--- src/inc/cascaded_channel_divider_map.vh ---
// Register indices, field positions and reset values of the cascaded channel divider
`ifndef CASCADED_CHANNEL_DIVIDER_MAP_VH
`define CASCADED_CHANNEL_DIVIDER_MAP_VH

// Register indices; byte address is four times the index
`define IDX_FIRST_STAGE_CYCLE_COUNTS  10'h19E
`define IDX_STAGE_PHASE_OFFSETS       10'h19F
`define IDX_SECOND_STAGE_CYCLE_COUNTS 10'h1A0
`define IDX_CHANNEL_DIVIDER_CONTROL   10'h1A1
`define IDX_DUTY_CORRECTION_CONTROL   10'h1A2
`define IDX_CHANNEL_STATUS            10'h1A3

// Field positions
`define LOW_FIELD_MSB        7
`define LOW_FIELD_LSB        4
`define HIGH_FIELD_MSB       3
`define HIGH_FIELD_LSB       0
`define BIT_BYPASS_SECOND    5
`define BIT_BYPASS_FIRST     4
`define BIT_IGNORE_SYNC      3
`define BIT_FORCE_LEVEL      2
`define BIT_START_HIGH_2ND   1
`define BIT_START_HIGH_1ST   0
`define BIT_DUTY_CORR_DIS    0

// Reset values
`define RST_CYCLE_COUNTS     8'h00
`define RST_PHASE_OFFSETS    8'h00
`define RST_CONTROL          8'h00
`define RST_DUTY_CORRECTION  8'h00

// Bus answers
`define RESP_OKAY            2'h0
`define RESP_SLVERR          2'h2

`endif

--- src/design/cascaded_channel_divider.v ---
// Two-stage cascaded output channel divider with AXI4-Lite register access
//
// The AXI4-Lite register port was chosen for this implementation.
`include "cascaded_channel_divider_map.vh"

module cascaded_channel_divider (
   input  wire        aclk,
   input  wire        aresetn,
   input  wire [11:0] s_axi_awaddr,
   input  wire        s_axi_awvalid,
   output wire        s_axi_awready,
   input  wire [31:0] s_axi_wdata,
   input  wire [3:0]  s_axi_wstrb,
   input  wire        s_axi_wvalid,
   output wire        s_axi_wready,
   output reg  [1:0]  s_axi_bresp,
   output reg         s_axi_bvalid,
   input  wire        s_axi_bready,
   input  wire [11:0] s_axi_araddr,
   input  wire        s_axi_arvalid,
   output wire        s_axi_arready,
   output reg  [31:0] s_axi_rdata,
   output reg  [1:0]  s_axi_rresp,
   output reg         s_axi_rvalid,
   input  wire        s_axi_rready,
   input  wire        dist_clk,
   input  wire        sync_req,
   output reg         channel_out,
   output reg         duty_correction_active
);

   reg  [7:0] first_stage_cycle_counts;
   reg  [7:0] stage_phase_offsets;
   reg  [7:0] second_stage_cycle_counts;
   reg  [7:0] channel_divider_control;
   reg  [7:0] duty_correction_control;

   reg        dist_q;
   reg        first_level;
   reg  [4:0] first_count;
   reg        second_level;
   reg  [4:0] second_count;
   reg        first_src_q;
   reg        sync_seen;

   wire       bypass_second   = channel_divider_control[`BIT_BYPASS_SECOND];
   wire       bypass_first    = channel_divider_control[`BIT_BYPASS_FIRST];
   wire       ignore_sync     = channel_divider_control[`BIT_IGNORE_SYNC];
   wire       force_level     = channel_divider_control[`BIT_FORCE_LEVEL];
   wire       start_high_2nd  = channel_divider_control[`BIT_START_HIGH_2ND];
   wire       start_high_1st  = channel_divider_control[`BIT_START_HIGH_1ST];
   wire       duty_correction_disable = duty_correction_control[`BIT_DUTY_CORR_DIS];

   wire [3:0] first_low   = first_stage_cycle_counts[`LOW_FIELD_MSB:`LOW_FIELD_LSB];
   wire [3:0] first_high  = first_stage_cycle_counts[`HIGH_FIELD_MSB:`HIGH_FIELD_LSB];
   wire [3:0] second_low  = second_stage_cycle_counts[`LOW_FIELD_MSB:`LOW_FIELD_LSB];
   wire [3:0] second_high = second_stage_cycle_counts[`HIGH_FIELD_MSB:`HIGH_FIELD_LSB];
   wire [3:0] first_phase  = stage_phase_offsets[`HIGH_FIELD_MSB:`HIGH_FIELD_LSB];
   wire [3:0] second_phase = stage_phase_offsets[`LOW_FIELD_MSB:`LOW_FIELD_LSB];

   // Counter step: at zero toggle level and reload the next half period
   function [5:0] stage_step;
      input       level;
      input [4:0] cnt;
      input [3:0] high_m1;
      input [3:0] low_m1;
      begin
         if (cnt == 5'h00) begin
            if (level)
               stage_step = {1'b0, 1'b0, low_m1};
            else
               stage_step = {1'b1, 1'b0, high_m1};
         end else begin
            stage_step = {level, cnt - 5'h01};
         end
      end
   endfunction

   // Load after sync: start level, first half stretched by the phase offset
   function [5:0] stage_load;
      input       start_high;
      input [3:0] high_m1;
      input [3:0] low_m1;
      input [3:0] phase;
      begin
         if (start_high)
            stage_load = {1'b1, {1'b0, high_m1} + {1'b0, phase}};
         else
            stage_load = {1'b0, {1'b0, low_m1} + {1'b0, phase}};
      end
   endfunction

   // Register file index decode
   function mapped;
      input [9:0] idx;
      begin
         mapped = (idx >= `IDX_FIRST_STAGE_CYCLE_COUNTS) && (idx <= `IDX_CHANNEL_STATUS);
      end
   endfunction

   // Zero extension of an eight-bit register to a bus word
   function [31:0] reg_word;
      input [7:0] value;
      begin
         reg_word = {24'h000000, value};
      end
   endfunction

   // Divider datapath; bypassed stages pass their input straight on
   wire       sync_hold   = sync_req & ~ignore_sync;
   wire       dist_rise   = dist_clk & ~dist_q;
   wire       first_src   = bypass_first ? dist_q : first_level;
   wire       second_tick = first_src & ~first_src_q;
   wire       second_src  = bypass_second ? first_src : second_level;
   wire [5:0] first_next  = stage_step(first_level, first_count, first_high, first_low);
   wire [5:0] second_next = stage_step(second_level, second_count, second_high, second_low);
   wire [5:0] first_init  = stage_load(start_high_1st, first_high, first_low, first_phase);
   wire [5:0] second_init = stage_load(start_high_2nd, second_high, second_low, second_phase);

   // Status: sync seen, second stage, first stage, channel output
   wire [3:0] status_bits = {sync_seen, second_src, first_src, channel_out};

   // Input edge detection and sync history
   always @(posedge aclk) begin
      if (!aresetn) begin
         dist_q      <= 1'b0;
         first_src_q <= 1'b0;
         sync_seen   <= 1'b0;
      end else begin
         dist_q      <= dist_clk;
         // Cleared during sync so the second stage restarts on a clean edge
         first_src_q <= sync_hold ? 1'b0 : first_src;
         sync_seen   <= sync_hold;
      end
   end

   // First stage counts rising edges of the distribution clock
   always @(posedge aclk) begin
      if (!aresetn) begin
         first_level <= 1'b0;
         first_count <= 5'h00;
      end else if (sync_hold) begin
         {first_level, first_count} <= first_init;
      end else if (bypass_first) begin
         // Bypassed: counter idles at zero, level kept
         first_count <= 5'h00;
      end else if (dist_rise) begin
         {first_level, first_count} <= first_next;
      end
   end

   // Second stage counts rising edges of the first stage output
   always @(posedge aclk) begin
      if (!aresetn) begin
         second_level <= 1'b0;
         second_count <= 5'h00;
      end else if (sync_hold) begin
         {second_level, second_count} <= second_init;
      end else if (bypass_second) begin
         // Bypassed: counter idles at zero, level kept
         second_count <= 5'h00;
      end else if (second_tick) begin
         {second_level, second_count} <= second_next;
      end
   end

   // Force overrides the divided output only when sync is ignored
   always @(posedge aclk) begin
      if (!aresetn) begin
         channel_out <= 1'b0;
      end else if (ignore_sync) begin
         channel_out <= force_level;
      end else begin
         channel_out <= second_src;
      end
   end

   // Correction is only reported; the waveform is not reshaped
   always @(posedge aclk) begin
      if (!aresetn) begin
         duty_correction_active <= 1'b0;
      end else begin
         duty_correction_active <= ~duty_correction_disable;
      end
   end

   // AXI4-Lite slave; write address and data are taken together
   reg  [31:0] next_rdata;
   reg  [1:0]  next_rresp;
   // A new write waits until the previous answer is taken
   wire       wr_go  = s_axi_awvalid & s_axi_wvalid & ~s_axi_bvalid;
   // A new read waits until the previous read data is taken
   wire       rd_go  = s_axi_arvalid & ~s_axi_rvalid;
   wire [9:0] wr_idx = s_axi_awaddr[11:2];
   wire [9:0] rd_idx = s_axi_araddr[11:2];
   wire       wr_lane0 = wr_go & s_axi_wstrb[0];
   // Per-register write enables
   wire       wr_first_counts  = wr_lane0 & (wr_idx == `IDX_FIRST_STAGE_CYCLE_COUNTS);
   wire       wr_phase         = wr_lane0 & (wr_idx == `IDX_STAGE_PHASE_OFFSETS);
   wire       wr_second_counts = wr_lane0 & (wr_idx == `IDX_SECOND_STAGE_CYCLE_COUNTS);
   wire       wr_control       = wr_lane0 & (wr_idx == `IDX_CHANNEL_DIVIDER_CONTROL);
   wire       wr_duty          = wr_lane0 & (wr_idx == `IDX_DUTY_CORRECTION_CONTROL);

   assign s_axi_awready = wr_go;
   assign s_axi_wready  = wr_go;
   assign s_axi_arready = rd_go;

   // Register stores; only byte lane 0 carries data
   always @(posedge aclk) begin
      if (!aresetn) begin
         first_stage_cycle_counts <= `RST_CYCLE_COUNTS;
      end else if (wr_first_counts) begin
         first_stage_cycle_counts <= s_axi_wdata[7:0];
      end
   end

   always @(posedge aclk) begin
      if (!aresetn) begin
         stage_phase_offsets <= `RST_PHASE_OFFSETS;
      end else if (wr_phase) begin
         stage_phase_offsets <= s_axi_wdata[7:0];
      end
   end

   always @(posedge aclk) begin
      if (!aresetn) begin
         second_stage_cycle_counts <= `RST_CYCLE_COUNTS;
      end else if (wr_second_counts) begin
         second_stage_cycle_counts <= s_axi_wdata[7:0];
      end
   end

   // Control bits 7:6 are not implemented and read as zero
   always @(posedge aclk) begin
      if (!aresetn) begin
         channel_divider_control <= `RST_CONTROL;
      end else if (wr_control) begin
         channel_divider_control <= {2'h0, s_axi_wdata[5:0]};
      end
   end

   always @(posedge aclk) begin
      if (!aresetn) begin
         duty_correction_control <= `RST_DUTY_CORRECTION;
      end else if (wr_duty) begin
         duty_correction_control <= {7'h00, s_axi_wdata[0]};
      end
   end

   // Write answer stands until the master takes it
   always @(posedge aclk) begin
      if (!aresetn) begin
         s_axi_bvalid <= 1'b0;
         s_axi_bresp  <= `RESP_OKAY;
      end else if (wr_go) begin
         s_axi_bvalid <= 1'b1;
         s_axi_bresp  <= mapped(wr_idx) ? `RESP_OKAY : `RESP_SLVERR;
      end else if (s_axi_bready) begin
         s_axi_bvalid <= 1'b0;
      end
   end

   // Read data selection; unmapped indices read zero with an error answer
   always @* begin
      next_rresp = mapped(rd_idx) ? `RESP_OKAY : `RESP_SLVERR;
      case (rd_idx)
         `IDX_FIRST_STAGE_CYCLE_COUNTS:  next_rdata = reg_word(first_stage_cycle_counts);
         `IDX_STAGE_PHASE_OFFSETS:       next_rdata = reg_word(stage_phase_offsets);
         `IDX_SECOND_STAGE_CYCLE_COUNTS: next_rdata = reg_word(second_stage_cycle_counts);
         `IDX_CHANNEL_DIVIDER_CONTROL:   next_rdata = reg_word(channel_divider_control);
         `IDX_DUTY_CORRECTION_CONTROL:   next_rdata = reg_word(duty_correction_control);
         `IDX_CHANNEL_STATUS:            next_rdata = {28'h0000000, status_bits};
         default:                        next_rdata = 32'h00000000;
      endcase
   end

   // Read answer stands until the master takes it
   always @(posedge aclk) begin
      if (!aresetn) begin
         s_axi_rvalid <= 1'b0;
         s_axi_rdata  <= 32'h00000000;
         s_axi_rresp  <= `RESP_OKAY;
      end else if (rd_go) begin
         s_axi_rvalid <= 1'b1;
         s_axi_rdata  <= next_rdata;
         s_axi_rresp  <= next_rresp;
      end else if (s_axi_rready) begin
         s_axi_rvalid <= 1'b0;
      end
   end

endmodule

--- config.mk ---
export PLATFORM = sky130hd
export DESIGN_NAME = cascaded_channel_divider
export DESIGN_NICKNAME = d
export VERILOG_FILES = /design/src/design/cascaded_channel_divider.v
export VERILOG_INCLUDE_DIRS = /design/src /design/src/inc
export SDC_FILE = /design/constraint.sdc
export NUM_CORES = 1
export LEC_CHECK = 0
export ABC_AREA = 1
export BUFFER_PORTS_ARGS = -buffer_cell sky130_fd_sc_hd__buf_2
export CORE_ASPECT_RATIO = 1.5
export CORE_MARGIN = 5
export CORE_UTILIZATION = 40
export DETAILED_ROUTE_END_ITERATION = 6
export GPL_TIMING_DRIVEN = 0
export SLEW_MARGIN = 20
export SYNTH_ARGS = -nofsm -noshare
export SYNTH_HDL_FRONTEND = slang
export SYNTH_SLANG_ARGS = --single-unit
export TNS_END_PERCENT = 10
--- constraint.sdc ---
create_clock -name aclk -period 5.5 [get_ports aclk]
set_input_delay 0.275 -clock aclk [delete_from_list [all_inputs] [get_ports aclk]]
set_output_delay 0.275 -clock aclk [all_outputs]
set_load 0.02 [all_outputs]
Word-level counts from Yosys, hierarchy flattened
Cells that the tools add are included.
{"block": "word_totals", "wordCells": 104, "input_bits": 69, "ff_bits": 86, "output_inout_bits": 43}
{"block": "classes", "eq_ne": 13, "mux": 28, "n_addsub": 6, "n_reduce_logical": 15, "magnitude_cmp": 4, "bitwise": 19}
{"operator": "10-bit by 9-bit equality test with 1-bit output (second input constant)", "n": 11}
{"operator": "8-bit one-hot mux with 6 select lines", "n": 1}
{"operator": "6-bit 2-to-1 mux", "n": 6}
{"operator": "5-bit 2-to-1 mux", "n": 6}
{"operator": "4-bit by 4-bit adder with 5-bit output", "n": 4}
{"operator": "10-bit by 9-bit greater-or-equal comparator with 1-bit output (second input constant)", "n": 2}
{"operator": "10-bit by 9-bit less-or-equal comparator with 1-bit output (second input constant)", "n": 2}
{"operator": "1-bit 2-to-1 mux", "n": 13}
{"operator": "1-bit AND", "n": 12}
{"operator": "2-bit nonzero test", "n": 6}
{"operator": "5-bit zero test", "n": 2}
{"operator": "5-bit by 1-bit subtractor with 5-bit output (second input constant)", "n": 2}
{"operator": "1-bit inverter", "n": 7}
{"operator": "3-bit AND reduction", "n": 2}
{"operator": "3-bit nonzero test", "n": 2}
{"operator": "2-bit 2-to-1 mux", "n": 2}
{"operator": "2-bit by 1-bit inequality test with 1-bit output (second input constant)", "n": 2}
{"operator": "1-bit logical AND", "n": 2}
{"operator": "2-bit OR reduction", "n": 1}

Depth between registers and ports, before layout
Gate-level depths: netlist (run 1).
{"block": "logic_depth", "ltp_word": 5, "mapped_depth": 13}

Least setup slack after synthesis (run 1)
OpenSTA, ideal clock, no wires.
{"block": "synth_path", "path_kind": "register -> register", "from": "register channel_divider_control[1]", "to": "register second_count[4]", "period_less_slack_ps": 1826, "path_buffers": 1, "t_arrival_ps": 1752, "setup_slack_ps": 3674, "stages_incl_launch_ff": 11, "cell_sequence": "dfxtp_1 -> clkbuf_1 -> nand2_1 -> o21ai_0 -> ha_1 -> inv_1 -> fa_1 -> or2_2 -> nand2_1 -> a21oi_1 -> o21ai_0"}
{"block": "synth_via", "elab_chain_cells": 2}
{"item": "start: declaration", "line_no": "cascaded_channel_divider.v:35", "rtl": "reg [7:0] channel_divider_control;"}
{"item": "start signal: assignment", "line_no": "cascaded_channel_divider.v:236", "rtl": "channel_divider_control <= `RST_CONTROL;"}
{"item": "start signal: assignment", "line_no": "cascaded_channel_divider.v:238", "rtl": "channel_divider_control <= {2'h0, s_axi_wdata[5:0]};"}
{"item": "6-bit 2-to-1 mux", "line_no": "cascaded_channel_divider.v:86", "rtl": "if (start_high)"}
{"item": "5-bit 2-to-1 mux", "line_no": "cascaded_channel_divider.v:157", "rtl": "end else if (sync_hold) begin"}
{"item": "end signal: assignment", "line_no": "cascaded_channel_divider.v:158", "rtl": "{second_level, second_count} <= second_init;"}
{"item": "end signal: assignment", "line_no": "cascaded_channel_divider.v:163", "rtl": "{second_level, second_count} <= second_next;"}
{"item": "end: declaration", "line_no": "cascaded_channel_divider.v:42", "rtl": "reg [4:0] second_count;"}
Every way passes these cells.
A chain may end at the register's enable or synchronous reset.

Worst setup path after layout (run 1)
Ends and elaborated chain as after synthesis.

==> results of run 1 <==
## routing by layer
metal	GRT usage, %	up-vias	part of all wire (%)
met3	3.601	20	5.5
li1	-	1930	-
met5	0	-	0
met1	21.87	1679	39
met4	8.719	0	2.8
met2	36.18	103	53
## cell families (layout without fill, tap and decap cells)
group	count (synthesis)	count (layout)	share of synthesized area, %
AO/OA/AOI/OAI	131	131	19.66
flip-flops	60	60	32.26
adder cells (fa/ha/maj)	12	12	4.436
other	1	26	0.1007
buffers and inverters	121	190	15.56
AND/OR/NAND/NOR	219	219	26.58
XOR/XNOR	6	6	1.412
## through the flow
step	hold WS [ns]	util [%]	cell area (um2)	instances
global route	0.1850	49.56	4559	756
floorplan	0.3685	-	3817	575
CTS	0.1350	49.56	4559	756
finish	0.1403	49.56	4559	756
global placement	0.3995	45.90	4223	740
detailed placement	0.4022	45.90	4223	740
## cell type report
cell class	instances	area (um2)
Fill cell	961	4641
Inverter	81	304.0
Clock buffer	12	266.5
Tap cell	112	140.1
Timing Repair Buffer	53	265.3
Multi-Input combinational cell	394	2037
Clock inverter	4	70.07
Sequential cell	60	1201
Buffer	40	275.3
## flip-flops by register name (all words and copies together), names as in the netlist, 5 cells and up
signal / cells
s_axi_rdata: 8
first_count: 5
stage_phase_offsets: 8
second_count: 5
second_stage_cycle_counts: 8
first_stage_cycle_counts: 8
channel_divider_control: 6
## power breakdown
group | switching, mW | total, mW | internal, mW
Combinational | 0.109 | 0.170 | 0.0607
Clock | 0.203 | 0.635 | 0.432
Sequential | 0.00756 | 0.453 | 0.446
Total | 0.320 | 1.26 | 0.938
## path summary, 6_finish.rpt
check | endpoint | depth (start not counted)
worst min-delay path | dist_q$_SDFF_PN0_ | 3
worst min register to register | duty_correction_active$_SDFF_PN0_ | 1
worst max-delay path | second_count[4]$_SDFFE_PN0P_ | 10
worst max register to register | second_count[4]$_SDFFE_PN0P_ | 10
## worst max-delay path, delay by kind of cell (launching register included)
family                   cells  cell delay (ns)
adder cells (fa/ha/maj)      2             0.58
flip-flops                   1             0.30
AO/OA/AOI/OAI                3             0.29
buffers and inverters        2             0.37
AND/OR/NAND/NOR              3             0.47
## placed cells by master (no fill, tap or decap), drive strengths merged
master	count
a22oi	2
o21bai	2
xnor2	3
a21oi	45
xor2	3
nand4	10
or2	2
conb	26
o211ai	6
a31oi	4
buf	87
nor3	11
nand3	28
ha	10
fa	2
o22ai	2
bufinv	2
inv	80
nor4	1
clkinv	3
nand2	104
dfxtp	60
a211oi	8
clkbuf	18
nor2	63
o21ai	62
==> results.ini, run 1 <==
[outcome]
outcome = finished clean

[floorplan]
placeableCoreArea_mm2 = 0.009200
fp.dieArea_mm2 = 0.01138
die_h_um = 128.2
dieWidth_um = 88.78
io_pins = 112
rows = 43
start_util_pct = 40.47

[power_and_ir_drop]
p_leak_nw = 2.084
p_per_area_mw_per_mm2 = 275.9
total_power_mw = 1.258
ir_worst_vdd_uv = 156.4

[logic_synthesis]
synth_cells = 550
synth_seq_cells = 60
synth_top_cell_by_area = dfxtp_1
synth_top_area_share_pct = 32.26
synth_ff_type = dfxtp_1
syn_avg_cell_area_um2 = 6.770
async_reset_ff_share_pct = 0
ys_seq_area_share_pct = 32.26
yosysMostFrequentCell = nand2_1
synth_area_leaders = dfxtp_1 32%, nand2_1 9.9%, inv_1 8.0%
ys_warn_count = 0
synth-edff-count = 0
syn_area_mm2 = 0.003724
synthDistinctLibCells = 37
synth_top_cells_by_count = 98 x nand2_1, 79 x inv_1, 60 x dfxtp_1, 55 x nor2_1

[route]
dr_total_vias = 3732
ant_nets = 0
drc_errors = 0
drtPass1Iterations = 5
wl_per_cell_um = 14.21
drt_wl_total_um = 10740
drt_iter0_markers = 285
viasPerCell = 4.937

[timing]
max_freq_mhz = 476.5
drv_slew = 0
setup_viol = 0
relSlewSlack_pct = 61.93
tns_ns = 0
hold_viol = 0
rsz0062_at_grt = no
fin_crit_ns = 2.098
max_slew.worst_pin.slew_ns = 0.5710
finalCritPeriodShare_pct = 38.15
postLayoutSetupSlackWorst_ns = 3.402
fin_skew_ns = 0.005418

[global_route]
grt_pass1_wl_um = 17210
antenna_found_initial = 0
gr-total-overflow = 0
grt_max_degree = 11
grt_pass1_vias = 3545
grt_use_total_pct = 19.91

[clock_tree]
cts_setup_buffers = 0
cts_tree = done
cts_inserted_buffers = 9
clkLatencyLatePin_ns = 0.34
max-clock-path-buffers = 2
holdBufCountCts = 0
cts.sinks = 60
cts_root_buf = clkbuf_16
htreeDepth = 3
cts_resized = 0
clk_pin_slew_worst_paths_ns = 0.05

[worst_hold_path]
hold_class = in -> reg
hp-start = dist_clk

[setup_path]
worstPathMaxFanout = 10
crit_chain = clkbuf_1 -> nand2_1 -> o21ai_0 -> ha_1 -> inv_1 -> fa_1 -> or2_2 -> nand2_1 -> a21oi_1 -> o21ai_0
crit_start = channel_divider_control[1]$_SDFFE_PN0P_
max_stage_delay_ns = 0.38
worstReg2RegStart = channel_divider_control[1]$_SDFFE_PN0P_
timing_worst_setup_path_type = reg -> reg
end_kind = flop
slowest_stage = fa_1
cp.required_ns = 5.76
arrival_ns = 2.36
cp-start-kind = flop
reg2reg_slack_ns = 3.40

[placement]
globalplace.congestion = 0.8983
port_buffers = 53
post-dp-hpwl_um = 8601
post-place-ws_ns = 3.421

[final_layout]
drive_above_1_share_pct = 20.19
final_nets = 720
synthToLayoutAreaGrowth_pct = 22.45
n_antenna_cell = 0

[flow_run]
drv_cap = 0

Power figures use the tool's default switching activity.
==> run 2: changes to the inputs <==
--- a/config.mk
+++ b/config.mk
@@ -6,13 +6,14 @@
 export SDC_FILE = /design/constraint.sdc
 export NUM_CORES = 1
 export LEC_CHECK = 0
-export ABC_AREA = 1
+export ABC_AREA = 0
 export BUFFER_PORTS_ARGS = -buffer_cell sky130_fd_sc_hd__buf_2
 export CORE_ASPECT_RATIO = 1.5
 export CORE_MARGIN = 5
 export CORE_UTILIZATION = 40
 export DETAILED_ROUTE_END_ITERATION = 6
 export GPL_TIMING_DRIVEN = 0
+export PLACE_DENSITY = 0.68
 export SLEW_MARGIN = 20
 export SYNTH_ARGS = -nofsm -noshare
 export SYNTH_HDL_FRONTEND = slang
==> constraint.sdc (replaced) <==
create_clock -name aclk -period 1.8 [get_ports aclk]
set_input_delay 0.09 -clock aclk [delete_from_list [all_inputs] [get_ports aclk]]
set_output_delay 0.09 -clock aclk [all_outputs]
set_load 0.02 [all_outputs]
==> run 2 against run 1 <==
The run now ends with setup timing left. Count of clock-buffer cells in the layout decreased by 2. Flip-flop and latch count unchanged. Die area decreased by 8.6%. Final cell count decreased by 20%. Largest cell class unchanged.
==> results.ini, run 2 <==
[setup_path]
cp.required_ns = 2.02
reg2reg_slack_ns = -0.02
max_stage_delay_ns = 0.32
crit_start = channel_divider_control[1]$_SDFFE_PN0P_
worstReg2RegStart = channel_divider_control[1]$_SDFFE_PN0P_
r2r_cells = 8
end_kind = flop
cp_top_family = compound AO/OA/AOI/OAI gates
worstReg2RegEnd = second_count[4]$_SDFFE_PN0P_
slowest_stage = dfxtp_2
cp_num_buf_inv = 2
arrival_ns = 2.04
crit_chain = buf_6 -> mux2_4 -> ha_4 -> inv_2 -> fa_2 -> nor2b_1 -> o21a_1 -> o311a_1
timing_worst_setup_path_type = reg -> reg
worstPathMaxFanout = 5
cp-start-kind = flop

[logic_synthesis]
synth_top_cell_by_area = dfxtp_1
async_reset_ff_share_pct = 0
synth-simple-area-share_pct = 18.60
yosysMostFrequentCell = dfxtp_1
ys_seq_area_share_pct = 35.65
syn_area_mm2 = 0.003369
synthAdderAreaFrac_pct = 4.902
ys_warn_count = 0
synth_top_family_by_area = compound AO/OA/AOI/OAI gates
syn_avg_cell_area_um2 = 8.530
synth_compound_area_share_pct = 20.09
synth_seq_cells = 60
synth_area_leaders = dfxtp_1 36%, o21ai_0 8.0%, buf_4 6.0%
synthMuxAreaShare_pct = 7.427
synth_top_area_share_pct = 35.65
synth_xor_area_share_pct = 2.599
synth_ff_type = dfxtp_1
synth-edff-count = 0
synth_cells = 395
synthDistinctLibCells = 46
synth_top_cells_by_count = 60 x dfxtp_1, 54 x o21ai_0, 38 x nand3_1, 27 x buf_4, 21 x nand2_1

[power_and_ir_drop]
p_per_area_mw_per_mm2 = 869.2
ir_worst_vdd_uv = 620.4
p_leak_nw = 1.928

[timing]
finalCritPeriodShare_pct = 101.3
rsz0062_at_grt = yes
relSlewSlack_pct = 58.21
drv_slew = 0
max_slew.worst_pin.slew_ns = 0.6253
fin_crit_ns = 1.823
setup_viol = 2
max_freq_mhz = 548.5
fin_skew_ns = 0.007326
postLayoutSetupSlackWorst_ns = -0.02305
hold_viol = 0
tns_ns = -0.02329

[final_layout]
final_nets = 571
drive_above_1_share_pct = 32.32
synthToLayoutAreaGrowth_pct = 32.42
final_cell_mix = 59 x buf_2, 54 x dfxtp_1, 53 x o21ai_0, 36 x nand3_1, 34 x buf_4
final_common_cell = buf_2
fin_util_pct = 53.69
n_antenna_cell = 0
final_cells = 602

[placement]
port_buffers = 52
globalplace.congestion = 0.8990
place_inst = 579
post-place-ws_ns = -0.1859
post-dp-hpwl_um = 7147

[clock_tree]
cts_tree = done
clkLatencyLatePin_ns = 0.33
max-clock-path-buffers = 2
cts_inserted_buffers = 9
clk_pin_slew_worst_paths_ns = 0.05
cts_root_buf = clkbuf_16
htreeDepth = 3
cts.sinks = 60

[floorplan]
placeableCoreArea_mm2 = 0.008310
fp.dieArea_mm2 = 0.01040
die_h_um = 122.4
rows = 41
start_util_pct = 40.55
dieWidth_um = 84.94
io_pins = 112

[worst_hold_path]
hold_class = in -> reg
hp-start = s_axi_rready
hold_path_end = s_axi_rvalid$_SDFFE_PN0P_
holdPathStages = 3

[outcome]
violations = setup timing
outcome = finished, violations left

[global_route]
grt_use_total_pct = 18.44
antenna_found_initial = 0
grt_pass1_wl_um = 14910
grt_max_degree = 12
gr-total-overflow = 0
grt_pass1_vias = 3161

[route]
ant_nets = 0
viasPerCell = 5.206
dr_total_vias = 3134
drc_errors = 0
drt_iter0_markers = 156
wl_per_cell_um = 15.61
drt_wl_total_um = 9396
drtPass1Iterations = 4

[flow_run]
drv_cap = 0

-- run 2: cell count changes after synthesis, sizes merged, moves of 6 or more --
| cell | delta |
|---|---|
| buf | +6 |
| o21ai | -8 |
| nand3 | +11 |
| nand2 | -83 |
| mux2 | +8 |
| nand2b | +6 |
| a21oi | -25 |
| clkbuf | +6 |
| nand4 | -10 |
| nor2b | +15 |
| nor2 | -55 |
| inv | -67 |
| mux2i | +16 |
| nor3 | -8 |
-- run 2: final cells by class --
class                   instances  area, um2
plain buffers                  49      310.3
clock buffers                  10      229.0
clock inverters                 6      111.4
fillers                       798       3849
inverters                      13      48.80
multi-input cells             295       2073
flip-flops and latches         60       1211
well taps                     107      133.9
repair buffers                 62      344.1
-- run 2: power by group --
group	leakage, nW	internal, mW	switching, mW	total, mW
Sequential	0.490	1.36	0.0299	1.39
Clock	0.163	1.35	0.614	1.97
Combinational	1.27	0.234	0.285	0.519
-- run 2: worst max path at each step --
stage,endpoint,depth (start not counted)
floorplan,second_count[4]$_SDFFE_PN0P_,8
global placement,second_count[3]$_SDFFE_PN0P_,9
detailed placement,second_count[3]$_SDFFE_PN0P_,9
CTS,second_count[4]$_SDFFE_PN0P_,8
global route,second_count[4]$_SDFFE_PN0P_,8
finish,second_count[4]$_SDFFE_PN0P_,8
-- run 2: kinds of logic after synthesis --
kind of cell | Yosys count
compound gates | 112
buf+inv | 65
xor+xnor | 10
simple gates | 111
fa+ha+maj | 12
mux | 24
flops | 60
other cells | 1
-- run 2: stage by stage --
step                total power [mW]  area, um2  hold WS, ns
detailed placement             1.876       3861       0.3261
CTS                            3.872       4429      0.01408
global route                   4.009       4462      0.03799
finish                         3.878       4462      0.01814
floorplan                      1.756       3467       0.2117
global placement               1.866       3861       0.3123
-- run 2: what timing repair did --
action,in CTS,in global routing
cloned,0,0
pin swaps,12,9
buffers inserted,7,1
gates resized for setup,40,17
hold endpoints to repair,2,0
endpoints found under the setup margin,16,22
hold buffers,2,0
-- run 2: routing by layer --
| layer | part of all wire (%) | GRT usage [%] | up-vias |
|---|---|---|---|
| li1 | - | - | 1560 |
| met4 | 5.0 | 13.56 | 0 |
| met3 | 4.3 | 3.291 | 32 |
| met5 | 0 | 0 | - |
| met2 | 52 | 33.07 | 70 |
| met1 | 38 | 18.86 | 1472 |
-- run 2: worst reg2reg max path, cell delays in order, from the launching register on --
cell and delay (ns):
dfxtp_2 0.32, buf_6 0.13, mux2_4 0.33, ha_4 0.16, inv_2 0.05, fa_2 0.21, nor2b_1 0.05, o21a_1 0.17
o311a_1 0.28
